## config.mk

```make
export PLATFORM = sky130hd
export DESIGN_NAME = sensor_sync
export DESIGN_NICKNAME = d
export VERILOG_FILES = /design/src/common/sensor_sync_pkg.sv /design/src/rtl/sensor_sync.sv
export SDC_FILE = /design/constraint.sdc
export NUM_CORES = 1
export LEC_CHECK = 0
export BUFFER_PORTS_ARGS = -buffer_cell sky130_fd_sc_hd__buf_4
export CORE_MARGIN = 5
export CORE_UTILIZATION = 30
export DETAILED_ROUTE_END_ITERATION = 8
export GPL_ROUTABILITY_DRIVEN = 0
export PLACE_DENSITY = 0.49
export SYNTH_ARGS = -nofsm -noshare
export SYNTH_HDL_FRONTEND = slang
export SYNTH_SLANG_ARGS = --single-unit
```

## constraint.sdc

```tcl
create_clock -name CLK_IN -period 2.8 [get_ports CLK_IN]
set_clock_uncertainty 0.2 [all_clocks]
set_input_delay 0.28 -clock CLK_IN [delete_from_list [all_inputs] [get_ports CLK_IN]]
set_output_delay 0.28 -clock CLK_IN [all_outputs]
set_load 0.005 [all_outputs]
```

## src/common/sensor_sync_pkg.sv

```systemverilog
// constants, enums and structs of the sampling trigger block
package sensor_sync_pkg;
  // timing
  localparam int unsigned CLK_HZ        = 20_000_000;
  localparam int unsigned LOOP_HZ       = 200;
  localparam int unsigned LOOP_STEP_US  = 5000;
  localparam int unsigned LOOP_CYCLES   = CLK_HZ / LOOP_HZ;
  localparam int unsigned TICK_W        = 17;
  localparam int unsigned DIV_W         = 8;
  // register byte offsets
  localparam logic [5:0] SYNC_CTRL_OFF  = 6'h00;
  localparam logic [5:0] FILT_CTRL_OFF  = 6'h04;
  localparam logic [5:0] MEAS_OFF       = 6'h08;
  localparam logic [5:0] STATUS_OFF     = 6'h20;
  localparam logic [5:0] STEP_OFF       = 6'h24;
  localparam logic [3:0] MEAS_WORDS     = 4'h6;
  // field positions
  localparam int unsigned SC_MODE_LSB   = 0;
  localparam int unsigned SC_EXT_BIT    = 4;
  localparam int unsigned SC_FALL_BIT   = 5;
  localparam int unsigned SC_DIV_LSB    = 8;
  localparam int unsigned FC_MAG_LSB    = 0;
  localparam int unsigned FC_ACC_LSB    = 4;
  localparam int unsigned ST_LOOP_LSB   = 16;
  // bus responses
  localparam logic [1:0] RESP_OKAY      = 2'h0;
  localparam logic [1:0] RESP_SLVERR    = 2'h2;

  typedef enum logic [1:0] {
    SYNC_OFF      = 2'b00,
    SYNC_SAMPLE   = 2'b01,
    SYNC_ATTITUDE = 2'b10
  } sync_mode_e;

  typedef enum logic [1:0] {
    SRC_INTERNAL  = 2'b00,
    SRC_EXTERNAL  = 2'b01,
    SRC_FRESH     = 2'b10
  } src_e;

  localparam sync_mode_e SYNC_MODE_RST = SYNC_ATTITUDE;

  typedef struct packed {
    logic [2:0][31:0] mag;
    logic [2:0][31:0] acc;
  } meas_s;

  typedef struct packed {
    logic              awready;
    logic              wready;
    logic              arready;
    logic              aw_ok;
    logic              w_ok;
    logic              bvalid;
    logic              rvalid;
    logic [5:0]        aw_addr;
    logic [31:0]       w_data;
    logic [3:0]        w_strb;
    logic [1:0]        bresp;
    logic [1:0]        rresp;
    logic [31:0]       rdata;
    sync_mode_e        sync_mode;
    logic              ext_time;
    logic              fall_edge;
    logic [DIV_W-1:0]  divider;
    src_e              mag_sel;
    src_e              acc_sel;
    meas_s             ext_meas;
    meas_s             filt_meas;
    logic              fresh_mag;
    logic              fresh_acc;
    logic              mag_valid;
    logic              trig_prev;
    logic              sample_pulse;
    logic              loop_start;
    logic [DIV_W-1:0]  edge_cnt;
    logic [TICK_W-1:0] tick_cnt;
    logic [15:0]       loop_cnt;
    logic [15:0]       step_us;
  } state_s;
endpackage

```

## src/rtl/sensor_sync.sv

```systemverilog
// sampling trigger, sync pulse and external sensor slots
//
// Contract
// RULE1 - as timing master the sync output pulses when each sampling cycle begins.
// RULE2 - as timing slave sampling starts on the selected edge of the trigger input.
// RULE3 - master and slaves sample together, each slave following the master pulse.
// RULE4 - with no external timing the loop runs from the internal clock at 200 Hz.
// RULE5 - the integration step is always a fixed 5 ms per loop.
// RULE6 - with external timing the trigger input drives sampling and loop, not the clock.
// RULE7 - the outside source delivers 200 Hz of triggers, possibly as a multiple.
// RULE8 - a trigger fires on every divider-plus-one selected edges.
// RULE9 - magnetometer and accelerometer each pick internal or external data.
// RULE10 - the measurement words are writable only for an externally sourced quantity.
// RULE11 - words of internally sourced quantities ignore writes and keep their values.
// RULE12 - the measurement words are latched at the start of every loop.
// RULE13 - a stale external magnetometer value keeps being used until rewritten.
// RULE14 - with magnetometer select 2 its data is used only in loops after a new write.
// RULE15 - the sync output pulses on attitude ready by default, or on new samples.
// RULE16 - a write to an external quantity sets a fresh flag cleared by the next latch.
`timescale 1ns/100ps
module sensor_sync #(
  parameter int unsigned LOOP_CYCLES = sensor_sync_pkg::LOOP_CYCLES
) (
  input  wire logic                   CLK_IN,           // 20 MHz clock
  input  wire logic                   RST_IN,           // sync reset, high
  input  wire logic                   AWVALID_IN,       // write address valid
  output logic                        AWREADY_OUT,      // write address ready
  input  wire logic [5:0]             AWADDR_IN,        // write byte address
  input  wire logic                   WVALID_IN,        // write data valid
  output logic                        WREADY_OUT,       // write data ready
  input  wire logic [31:0]            WDATA_IN,         // write data
  input  wire logic [3:0]             WSTRB_IN,         // byte enables
  output logic                        BVALID_OUT,       // write response valid
  input  wire logic                   BREADY_IN,        // write response ready
  output logic [1:0]                  BRESP_OUT,        // write response
  input  wire logic                   ARVALID_IN,       // read address valid
  output logic                        ARREADY_OUT,      // read address ready
  input  wire logic [5:0]             ARADDR_IN,        // read byte address
  output logic                        RVALID_OUT,       // read data valid
  input  wire logic                   RREADY_IN,        // read data ready
  output logic [31:0]                 RDATA_OUT,        // read data
  output logic [1:0]                  RRESP_OUT,        // read response
  input  wire logic                   TRIGGER_PULSE_IN, // external sync input
  input  wire logic                   ATT_READY_IN,     // attitude result pulse
  input  wire sensor_sync_pkg::meas_s INT_MEAS_IN,      // internal sensor words
  output logic                        SAMPLE_PULSE_OUT, // sync output pulse
  output logic                        LOOP_START_OUT,   // converter/loop start
  output sensor_sync_pkg::meas_s      FILT_MEAS_OUT,    // latched filter inputs
  output logic                        MAG_VALID_OUT,    // magnetometer usable
  output logic [15:0]                 LOOP_STEP_US_OUT  // integration step
);

  ////////////////////////////////////////////////////////////////////////////
  // state and views

  // tick counter width, needed before the loop compare
  localparam int unsigned TICK_W = sensor_sync_pkg::TICK_W;

  sensor_sync_pkg::state_s st_r;
  sensor_sync_pkg::state_s st_nxt;
  sensor_sync_pkg::meas_s  view;
  logic                    mag_ext;
  logic                    acc_ext;
  logic                    edge_seen;
  logic                    fire;
  logic                    loop_go;
  logic                    wr_go;
  logic                    wr_mag;
  logic                    wr_acc;

  // external select per quantity
  // RULE9 source choice per quantity
  assign mag_ext = (st_r.mag_sel == sensor_sync_pkg::SRC_EXTERNAL) ||
                   (st_r.mag_sel == sensor_sync_pkg::SRC_FRESH);
  assign acc_ext = (st_r.acc_sel == sensor_sync_pkg::SRC_EXTERNAL) ||
                   (st_r.acc_sel == sensor_sync_pkg::SRC_FRESH);

  // measurement words as seen by bus and latch
  for (genvar i = 0; i < 3; i++) begin : g_view
    assign view.mag[i] = mag_ext ? st_r.ext_meas.mag[i] : INT_MEAS_IN.mag[i];
    assign view.acc[i] = acc_ext ? st_r.ext_meas.acc[i] : INT_MEAS_IN.acc[i];
  end

  // selected edge on trigger input
  assign edge_seen = st_r.fall_edge ? (st_r.trig_prev && !TRIGGER_PULSE_IN)
                                    : (!st_r.trig_prev && TRIGGER_PULSE_IN);
  // RULE8 divider plus one edges
  assign fire = st_r.ext_time && edge_seen && (st_r.edge_cnt == st_r.divider);
  // RULE4 internal tick else RULE6 external trigger
  assign loop_go = st_r.ext_time ? fire
                 : (st_r.tick_cnt == TICK_W'(LOOP_CYCLES - 1));

  ////////////////////////////////////////////////////////////////////////////
  // helpers

  // byte-lane merge
  function automatic logic [31:0] merge(input logic [31:0] old,
                                        input logic [31:0] nw,
                                        input logic [3:0]  strb);
    logic [31:0] r;
    r = old;
    for (int b = 0; b < 4; b++) begin
      if (strb[b]) begin
        r[b*8 +: 8] = nw[b*8 +: 8];
      end
    end
    return r;
  endfunction

  // register read view by byte address
  function automatic logic [32:0] rd_word(input logic [5:0] a);
    logic [32:0] r;
    logic [3:0]  m;
    r = 33'h0;
    m = a[5:2] - sensor_sync_pkg::MEAS_OFF[5:2];
    case (a)
      sensor_sync_pkg::SYNC_CTRL_OFF: begin
        r[32] = 1'b1;
        r[sensor_sync_pkg::SC_MODE_LSB +: 2] = st_r.sync_mode;
        r[sensor_sync_pkg::SC_EXT_BIT] = st_r.ext_time;
        r[sensor_sync_pkg::SC_FALL_BIT] = st_r.fall_edge;
        r[sensor_sync_pkg::SC_DIV_LSB +: sensor_sync_pkg::DIV_W] = st_r.divider;
      end
      sensor_sync_pkg::FILT_CTRL_OFF: begin
        r[32] = 1'b1;
        r[sensor_sync_pkg::FC_MAG_LSB +: 2] = st_r.mag_sel;
        r[sensor_sync_pkg::FC_ACC_LSB +: 2] = st_r.acc_sel;
      end
      sensor_sync_pkg::STATUS_OFF: begin
        r[32] = 1'b1;
        r[2:0] = {st_r.mag_valid, st_r.fresh_acc, st_r.fresh_mag};
        r[sensor_sync_pkg::ST_LOOP_LSB +: 16] = st_r.loop_cnt;
      end
      sensor_sync_pkg::STEP_OFF: begin
        r[32] = 1'b1;
        r[15:0] = st_r.step_us;
      end
      default: begin
        if (a[1:0] == 2'h0 && a >= sensor_sync_pkg::MEAS_OFF && m < sensor_sync_pkg::MEAS_WORDS) begin
          r[32] = 1'b1;
          r[31:0] = (m < 4'h3) ? view.mag[m[1:0]] : view.acc[2'(m - 4'h3)];
        end
      end
    endcase
    return r;
  endfunction

  ////////////////////////////////////////////////////////////////////////////
  // next state

  always_comb begin
    logic [32:0] cur;
    logic [31:0] wv;
    logic [3:0]  m;
    cur = 33'h0;
    wv = 32'h0;
    m = 4'h0;
    wr_mag = 1'b0;
    wr_acc = 1'b0;
    st_nxt = st_r;
    st_nxt.trig_prev = TRIGGER_PULSE_IN;
    st_nxt.step_us = 16'(sensor_sync_pkg::LOOP_STEP_US);

    // write address and data, either order
    if (AWVALID_IN && st_r.awready) begin
      st_nxt.aw_ok = 1'b1;
      st_nxt.aw_addr = AWADDR_IN;
    end
    if (WVALID_IN && st_r.wready) begin
      st_nxt.w_ok = 1'b1;
      st_nxt.w_data = WDATA_IN;
      st_nxt.w_strb = WSTRB_IN;
    end

    // register write
    wr_go = st_r.aw_ok && st_r.w_ok && !st_r.bvalid;
    if (wr_go) begin
      cur = rd_word(st_r.aw_addr);
      wv = merge(cur[31:0], st_r.w_data, st_r.w_strb);
      m = st_r.aw_addr[5:2] - sensor_sync_pkg::MEAS_OFF[5:2];
      st_nxt.aw_ok = 1'b0;
      st_nxt.w_ok = 1'b0;
      st_nxt.bvalid = 1'b1;
      st_nxt.bresp = cur[32] ? sensor_sync_pkg::RESP_OKAY : sensor_sync_pkg::RESP_SLVERR;
      case (st_r.aw_addr)
        sensor_sync_pkg::SYNC_CTRL_OFF: begin
          st_nxt.sync_mode = sensor_sync_pkg::sync_mode_e'(wv[sensor_sync_pkg::SC_MODE_LSB +: 2]);
          st_nxt.ext_time = wv[sensor_sync_pkg::SC_EXT_BIT];
          st_nxt.fall_edge = wv[sensor_sync_pkg::SC_FALL_BIT];
          st_nxt.divider = wv[sensor_sync_pkg::SC_DIV_LSB +: sensor_sync_pkg::DIV_W];
        end
        sensor_sync_pkg::FILT_CTRL_OFF: begin
          st_nxt.mag_sel = sensor_sync_pkg::src_e'(wv[sensor_sync_pkg::FC_MAG_LSB +: 2]);
          st_nxt.acc_sel = sensor_sync_pkg::src_e'(wv[sensor_sync_pkg::FC_ACC_LSB +: 2]);
        end
        default: begin
          // RULE10 writable only when external
          // RULE11 other words keep their value
          if (cur[32] && m < 4'h3 && mag_ext) begin
            st_nxt.ext_meas.mag[m[1:0]] = wv;
            wr_mag = 1'b1;
          end else if (cur[32] && m >= 4'h3 && m < sensor_sync_pkg::MEAS_WORDS && acc_ext) begin
            st_nxt.ext_meas.acc[2'(m - 4'h3)] = wv;
            wr_acc = 1'b1;
          end
        end
      endcase
    end
    if (st_r.bvalid && BREADY_IN) begin
      st_nxt.bvalid = 1'b0;
    end

    // register read
    if (ARVALID_IN && st_r.arready) begin
      cur = rd_word(ARADDR_IN);
      st_nxt.rvalid = 1'b1;
      st_nxt.rdata = cur[31:0];
      st_nxt.rresp = cur[32] ? sensor_sync_pkg::RESP_OKAY : sensor_sync_pkg::RESP_SLVERR;
    end
    if (st_r.rvalid && RREADY_IN) begin
      st_nxt.rvalid = 1'b0;
    end
    st_nxt.awready = !st_nxt.aw_ok;
    st_nxt.wready = !st_nxt.w_ok;
    st_nxt.arready = !st_nxt.rvalid;

    // internal 200 Hz tick, held at zero under external timing
    // RULE4 fixed internal rate
    if (st_r.ext_time || loop_go) begin
      st_nxt.tick_cnt = '0;
    end else begin
      st_nxt.tick_cnt = st_r.tick_cnt + 1'b1;
    end

    // edge divider
    // RULE8 count selected edges
    if (!st_r.ext_time || fire) begin
      st_nxt.edge_cnt = '0;
    end else if (edge_seen) begin
      st_nxt.edge_cnt = st_r.edge_cnt + 1'b1;
    end

    // RULE16 fresh flags, set wins over clear
    if (loop_go) begin
      st_nxt.fresh_mag = 1'b0;
      st_nxt.fresh_acc = 1'b0;
    end
    if (wr_mag) begin
      st_nxt.fresh_mag = 1'b1;
    end
    if (wr_acc) begin
      st_nxt.fresh_acc = 1'b1;
    end

    // loop start latch
    // RULE12 latch at loop start
    // RULE13 stored value reused
    // RULE14 mode 2 uses fresh data only
    st_nxt.loop_start = loop_go;
    if (loop_go) begin
      st_nxt.filt_meas = view;
      st_nxt.mag_valid = (st_r.mag_sel == sensor_sync_pkg::SRC_FRESH) ? st_r.fresh_mag : 1'b1;
      st_nxt.loop_cnt = st_r.loop_cnt + 1'b1;
    end

    // sync output source
    // RULE1 pulse at sampling start
    // RULE15 attitude or sample source
    case (st_r.sync_mode)
      sensor_sync_pkg::SYNC_SAMPLE:   st_nxt.sample_pulse = loop_go;
      sensor_sync_pkg::SYNC_ATTITUDE: st_nxt.sample_pulse = ATT_READY_IN;
      default:                        st_nxt.sample_pulse = 1'b0;
    endcase
  end

  // state register
  always_ff @(posedge CLK_IN) begin
    if (RST_IN) begin
      st_r <= '0;
      st_r.sync_mode <= sensor_sync_pkg::SYNC_MODE_RST;
      st_r.step_us <= 16'(sensor_sync_pkg::LOOP_STEP_US);
    end else begin
      st_r <= st_nxt;
    end
  end

  ////////////////////////////////////////////////////////////////////////////
  // outputs

  // all straight from the state register
  // RULE5 fixed step
  assign LOOP_STEP_US_OUT = st_r.step_us;
  assign AWREADY_OUT = st_r.awready;
  assign WREADY_OUT = st_r.wready;
  assign BVALID_OUT = st_r.bvalid;
  assign BRESP_OUT = st_r.bresp;
  assign ARREADY_OUT = st_r.arready;
  assign RVALID_OUT = st_r.rvalid;
  assign RDATA_OUT = st_r.rdata;
  assign RRESP_OUT = st_r.rresp;
  // RULE2 converter start on trigger
  // RULE3 same edge as master pulse
  assign LOOP_START_OUT = st_r.loop_start;
  assign SAMPLE_PULSE_OUT = st_r.sample_pulse;
  assign FILT_MEAS_OUT = st_r.filt_meas;
  assign MAG_VALID_OUT = st_r.mag_valid;
endmodule // sensor_sync
```

After elaboration in Yosys (flattened, before gate mapping)
Cells that the tools add are included.

storage, ports and cells
  bits in registers = 548
  logic and storage cells = 204

operators by class
  add/sub/neg operators = 7
  order comparisons = 13
  equal/unequal tests = 14
  multiplexer cells = 71
  bitwise gates (word level) = 2
  reduce and logical (&&, ||, !) cells = 56

operator list
  cell                                                                number
  two-way mux 32 bit                                                  14
  binary-select mux 32 bit (select 2 bit)                             4
  bitwise mux 96 bit                                                  2
  demux 32 bit (select 2 bit)                                         2
  two-way mux 33 bit                                                  2
  two-way mux 8 bit                                                   8
  one-hot mux 16 bit (2 select lines)                                 2
  one-hot mux 8 bit (3 select lines)                                  2
  one-hot mux 2 bit (4 select lines)                                  4
  equality test 6 bit (second input constant)                         4
  logical AND 1 bit                                                   22
  two-way mux 1 bit                                                   20
  adder 17 x 1 -> 17 bit (second input constant)                      1
  equality test 17 bit (second input constant)                        1
  adder 16 x 1 -> 16 bit (second input constant)                      1
  OR reduction 2 bit                                                  7
  equality test 6 x 3 -> 1 bit (second input constant)                2
  greater-or-equal comparator 6 x 4 -> 1 bit (second input constant)  2
  logical NOT 6 bit                                                   2
  less-than comparator 2 x 3 -> 1 bit (second input constant)         4
  OR reduction 3 bit                                                  4
  adder 8 x 1 -> 8 bit (second input constant)                        1
  equality test 8 bit                                                 1
  less-than comparator 4 x 2 -> 1 bit (second input constant)         2
  other kinds (21)                                                    49

Depth between registers and ports, before layout
  depth after elaboration = 17
  gate-level depth with buffers = 12
  depth with buffers taken out = 8

Worst setup path before layout
Ideal clock, no wire load.

  kind = in2reg
  start = input port ARADDR_IN[3]
  end = register st_r (netlist bit RDATA_OUT[14])
  data arrival time = 2.639 ns
  data required time = 2.514 ns
  setup slack = -0.124 ns
  cell stages on the path = 12
  buffers on the path = 5
  path through = buf_2 -> inv_1 -> clkbuf_1 -> buf_1 -> ha_1 -> xor2_1 -> a2111oi_2 -> and2_1 -> clkbuf_1 -> buf_2 -> o211ai_1 -> a211oi_1

between the ends
  cells in the longest elaborated chain, start to end = 7
  elaborated cells between the ends (all ways) = 19
  those cells by class = add/sub: 2; order compare: 3; eq/ne: 3; mux: 7; reduce/logical: 4

RTL lines
  what                                      RTL line            RTL
  from (decl)                               sensor_sync.sv:38   input wire logic [5:0] ARADDR_IN,
  subtractor 4 x 2 -> 4 bit                 sensor_sync.sv:115  m = a[5:2] - sensor_sync_pkg::MEAS_OFF[5:2];
  subtractor 2 bit                          sensor_sync.sv:141  r[31:0] = (m < 4'h3) ? view.mag[m[1:0]] : view.acc[2'(m - 4'h3)];
  binary-select mux 32 bit (select 2 bit)   sensor_sync.sv:141
  two-way mux 32 bit (implied by the code)  sensor_sync.sv:141
  two-way mux 32 bit                        sensor_sync.sv:141
  two-way mux 33 bit                        sensor_sync.sv:139  if (a[1:0] == 2'h0 && a >= sensor_sync_pkg::MEAS_OFF && m < sensor_sync_pkg::MEAS_WORDS) begin
  one-hot mux 8 bit (3 select lines) (*)    sensor_sync.sv:116  case (a)
  to (signal assigned)                      sensor_sync.sv:283  st_r <= st_nxt;
  to (decl)                                 sensor_sync.sv:59   sensor_sync_pkg::state_s st_r;

Every way passes the cells marked *; elsewhere a longest branch is shown, timed or not. The select of a mux whose other input is x is not followed.
A chain may end at the register's enable or synchronous reset.

Worst setup path after layout
  start = register st_r[449] (netlist name)
  end = register st_r[436] (netlist name)

between the ends
  cells in the longest elaborated chain, start to end = 11
  elaborated cells between the ends (all ways) = 16
  those cells by class = eq/ne: 2; mux: 11; reduce/logical: 3

RTL lines
  what                                                                 RTL line                              RTL
  equality test 2 x 1 -> 1 bit or equality test 2 bit (tied branches)  sensor_sync.sv:73, sensor_sync.sv:74
  logical OR 1 bit (*)                                                 sensor_sync.sv:73                     assign mag_ext = (st_r.mag_sel == sensor_sync_pkg::SRC_EXTERNAL) ||
  two-way mux 32 bit                                                   sensor_sync.sv:80                     assign view.mag[i] = mag_ext ? st_r.ext_meas.mag[i] : INT_MEAS_IN.mag[i];
  binary-select mux 32 bit (select 2 bit)                              sensor_sync.sv:141
  two-way mux 32 bit (implied by the code)                             sensor_sync.sv:141
  two-way mux 32 bit                                                   sensor_sync.sv:141
  two-way mux 33 bit                                                   sensor_sync.sv:139
  one-hot mux 16 bit (2 select lines)                                  sensor_sync.sv:116
  two-way mux 8 bit                                                    sensor_sync.sv:103                    if (strb[b]) begin
  two-way mux 8 bit                                                    sensor_sync.sv:177                    if (wr_go) begin
  bitwise mux 96 bit                                                   sensor_sync.sv:200                    st_nxt.ext_meas.mag[m[1:0]] = wv;

Marks and branches as above.

==> impl_metrics.env <==
export IMPL_status="complete, no violations"
export IMPL_totalWireLength_mm=124
export IMPL_ant_nets=0
export IMPL_cp_data_arrival_time_ns=3.07
export IMPL_hold_path_startpoint="INT_MEAS_IN[38]"
export IMPL_worst_hold_slack_ns=0.0165
export IMPL_largest_register_ffs=296
export IMPL_synth_cells=3119
export IMPL_htreeDepth=2
export IMPL_crit_fanout=8
export IMPL_postLayoutCoreUtil_pct=42.2
export IMPL_grtUsageTotal_pct=24.7
export IMPL_avgViaCountPerCell=5.18
export IMPL_total_power_w=0.0187
export IMPL_clk_pin_slew_worst_paths_ns=0.06
export IMPL_slew_limit_headroom_pct=36.0
export IMPL_fmax_ghz=0.362
export IMPL_critPathKind="flip-flop to flip-flop"
export IMPL_drv_slew=0
export IMPL_synth_edff_count=0
export IMPL_start_kind="flip-flop"
export IMPL_seq_area_mm2=0.0106
export IMPL_layout_drive_gt1_share_pct=29.0
export IMPL_p_leak_nw=15.2
export IMPL_clock_sinks=530
export IMPL_netlist_area_leader_share_pct=40.2
export IMPL_reg2reg_from="st_r[449]"
export IMPL_end_kind="flip-flop"
export IMPL_cts_max_path_buffers=3
export IMPL_dieArea_mm2=0.0941
export IMPL_insertion_delay_ns=0.65
export IMPL_synth_ff_type="dfxtp_1"
export IMPL_drtIter0Drc=2383
export IMPL_grt_ovfl_total=0
export IMPL_synth_most_common_cell="dfxtp_1"
export IMPL_die_w_um=307
export IMPL_multi_input_area_mm2=0.0132
export IMPL_grt_antenna_before_repair=2
export IMPL_mappedNetlistArea_mm2=0.0264
export IMPL_grt_setup_unrepaired="true"
export IMPL_die_h_um=307
export IMPL_hold_viol=0
export IMPL_clockRootBuffer="clkbuf_16"
export IMPL_grt_pass1_wl_mm=175
export IMPL_first_global_vias=24514
export IMPL_io_buffer_count=482
export IMPL_slowest_delay_ns=0.40
export IMPL_crit_top_cell="buf_12"
export IMPL_synth_avg_cell_area_um2=8.47
export IMPL_wl_per_cell_um=24.8
export IMPL_yosysSeqAreaShare_pct=40.2
export IMPL_first_pass_iters=6
export IMPL_crit_path_cell_trace="inv_2 -> ha_4 -> buf_12 -> buf_12 -> buf_4 -> mux2i_1 -> o22ai_1 -> or3_1 -> a221o_1 -> o211ai_4 -> o21ai_0"
export IMPL_cts_made_buffers=59
export IMPL_grt_max_degree=138
export IMPL_cap_violations=0
export IMPL_peakVddDrop_v=0.000477
export IMPL_synthTopCellsByArea="dfxtp_1, mux2i_1, buf_4"
export IMPL_io_pins=501
export IMPL_period_needed_ns=2.76
export IMPL_drc=0
export IMPL_worstPathRequired_ns=3.11
export IMPL_hold_path_class="input port to flip-flop"
export IMPL_ys_seq_elements=530
export IMPL_vias=25869
export IMPL_cts_tree="done"
export IMPL_worst_pin_slew_ns=0.958
export IMPL_dp_hpwl_mm=94.6
export IMPL_ys_async_sr_fraction_pct=0
export IMPL_cpLargestDelayFamily="compound AO/OA/AOI/OAI gates"
export IMPL_fin_crit_sh_pct=98.6
export IMPL_fin_setup_tns_ns=0
export IMPL_start_util_pct=30.3
export IMPL_nets=4050
export IMPL_worst_path_buf_inv=4
export IMPL_syn2layout_area_growth_pct=39.2
export IMPL_powerDensity_mw_per_mm2=508
export IMPL_yosys_area_top_type="dfxtp_1"
export IMPL_synth_common_cells="dfxtp_1, nor2_1, buf_4"
export IMPL_worst_path_max_delay_cell="or3_1"
export IMPL_regMostFlops="st_r"
export IMPL_fillCellCount=8856
export IMPL_core_area_mm2=0.0872
export IMPL_setup_viol=0
export IMPL_yosysWarnings=0
export IMPL_synth_cell_types=79
export IMPL_row_count=108
export IMPL_crit_start="st_r[449]"
cells in the final DEF, fill, tap and decap left out, types with 7 or more instances in the layout:
cell / instances
a211oi_1: 227
a21oi_1: 119
a221o_1: 26
a311oi_1: 14
a31oi_1: 24
and2_1: 8
and3_1: 11
buf_12: 38
buf_4: 840
bufinv_16: 7
clkbuf_1: 9
clkbuf_16: 63
clkbuf_8: 15
clkinv_2: 14
conb_1: 18
dfxtp_1: 528
dlygate4sd3_1: 212
ha_1: 14
inv_1: 34
mux2i_1: 170
mux2i_2: 23
mux2i_4: 9
mux4_2: 7
nand2_1: 212
nand2b_1: 22
nand3_1: 200
nand4_1: 11
nor2_1: 351
nor3_1: 15
nor3b_1: 8
o211ai_1: 30
o211ai_2: 9
o211ai_4: 11
o21ai_0: 157
o21ai_1: 95
o221ai_1: 20
o22ai_1: 75
or3_1: 18
xnor2_1: 23
xor2_1: 20
worst min-delay path, cell delays in order:
cell and delay [ns]:
buf_4 0.08, mux2i_1 0.11, buf_4 0.16, a211oi_1 0.17
metrics by stage:
stage,cells,instance area (µm²),worst slack [ns]
floorplan,3135,26500,0.00251
global placement,4648,31900,-0.119
detailed placement,4648,31900,-0.0969
CTS,4970,36200,0.00616
global route,4990,36800,-0.0278
finish,4990,36800,0.0398
per-layer routing:
metal | wire, µm | part of all wire, % | vias up | global-route usage [%]
met3 | 12300 | 9.9 | 133 | 7.32
met4 | 3140 | 2.5 | 0 | 5.75
met5 | 0 | 0 | - | 0
met2 | 48500 | 39 | 1040 | 33.7
li1 | - | - | 12322 | -
met1 | 60000 | 48 | 12374 | 37.9
logic make-up (layout without fill, tap and decap cells):
logic type               count (synthesis)  count (layout)  synth area share (%)
buffers and inverters                  549            1247                  12.1
XOR/XNOR                                45              45                  1.59
AO/OA/AOI/OAI                          859             859                  21.5
multiplexers                           213             213                  8.42
other                                    2              20                0.0284
AND/OR/NAND/NOR                        905             905                  15.4
flip-flops                             530             530                  40.2
adder cells (fa/ha/maj)                 16              16                 0.758
path summary, 6_finish.rpt:
kind	to	slack, ns	depth (start not counted)
worst max-delay path	st_r[436]	0.04	11
worst min-delay path	FILT_MEAS_OUT[38]	0.02	4
worst max register to register	st_r[436]	0.04	11
worst min register to register	st_r[504]	0.25	2
where the power goes:
group | total, W | switching [W] | internal (W) | leakage (nW)
sequential | 0.00769 | 0.0000678 | 0.00762 | 4.28
combinational | 0.00262 | 0.00144 | 0.00118 | 9.88
clock | 0.00839 | 0.00344 | 0.00495 | 1.03
what timing repair did:
item / 4_1_cts / 5_1_grt
pin swaps: 5 / 22
gates resized for setup: 13 / 118
hold buffers: 209 / 3
setup buffers: 4 / 13
gates cloned: 0 / 2
hold endpoints to repair: 214 / 3
setup endpoints to repair: 133 / 184
final cells by class:
type / count / share of cell area [%]
antenna: 2 / 0.0136
clock buffer: 84 / 4.73
clock inverter: 25 / 0.874
inverter: 40 / 0.422
multi-input combinational: 2056 / 35.8
sequential: 530 / 28.8
tap: 1155 / 3.93
timing repair buffer: 1098 / 25.4
Note: power is estimated with default switching activity, not from simulation.
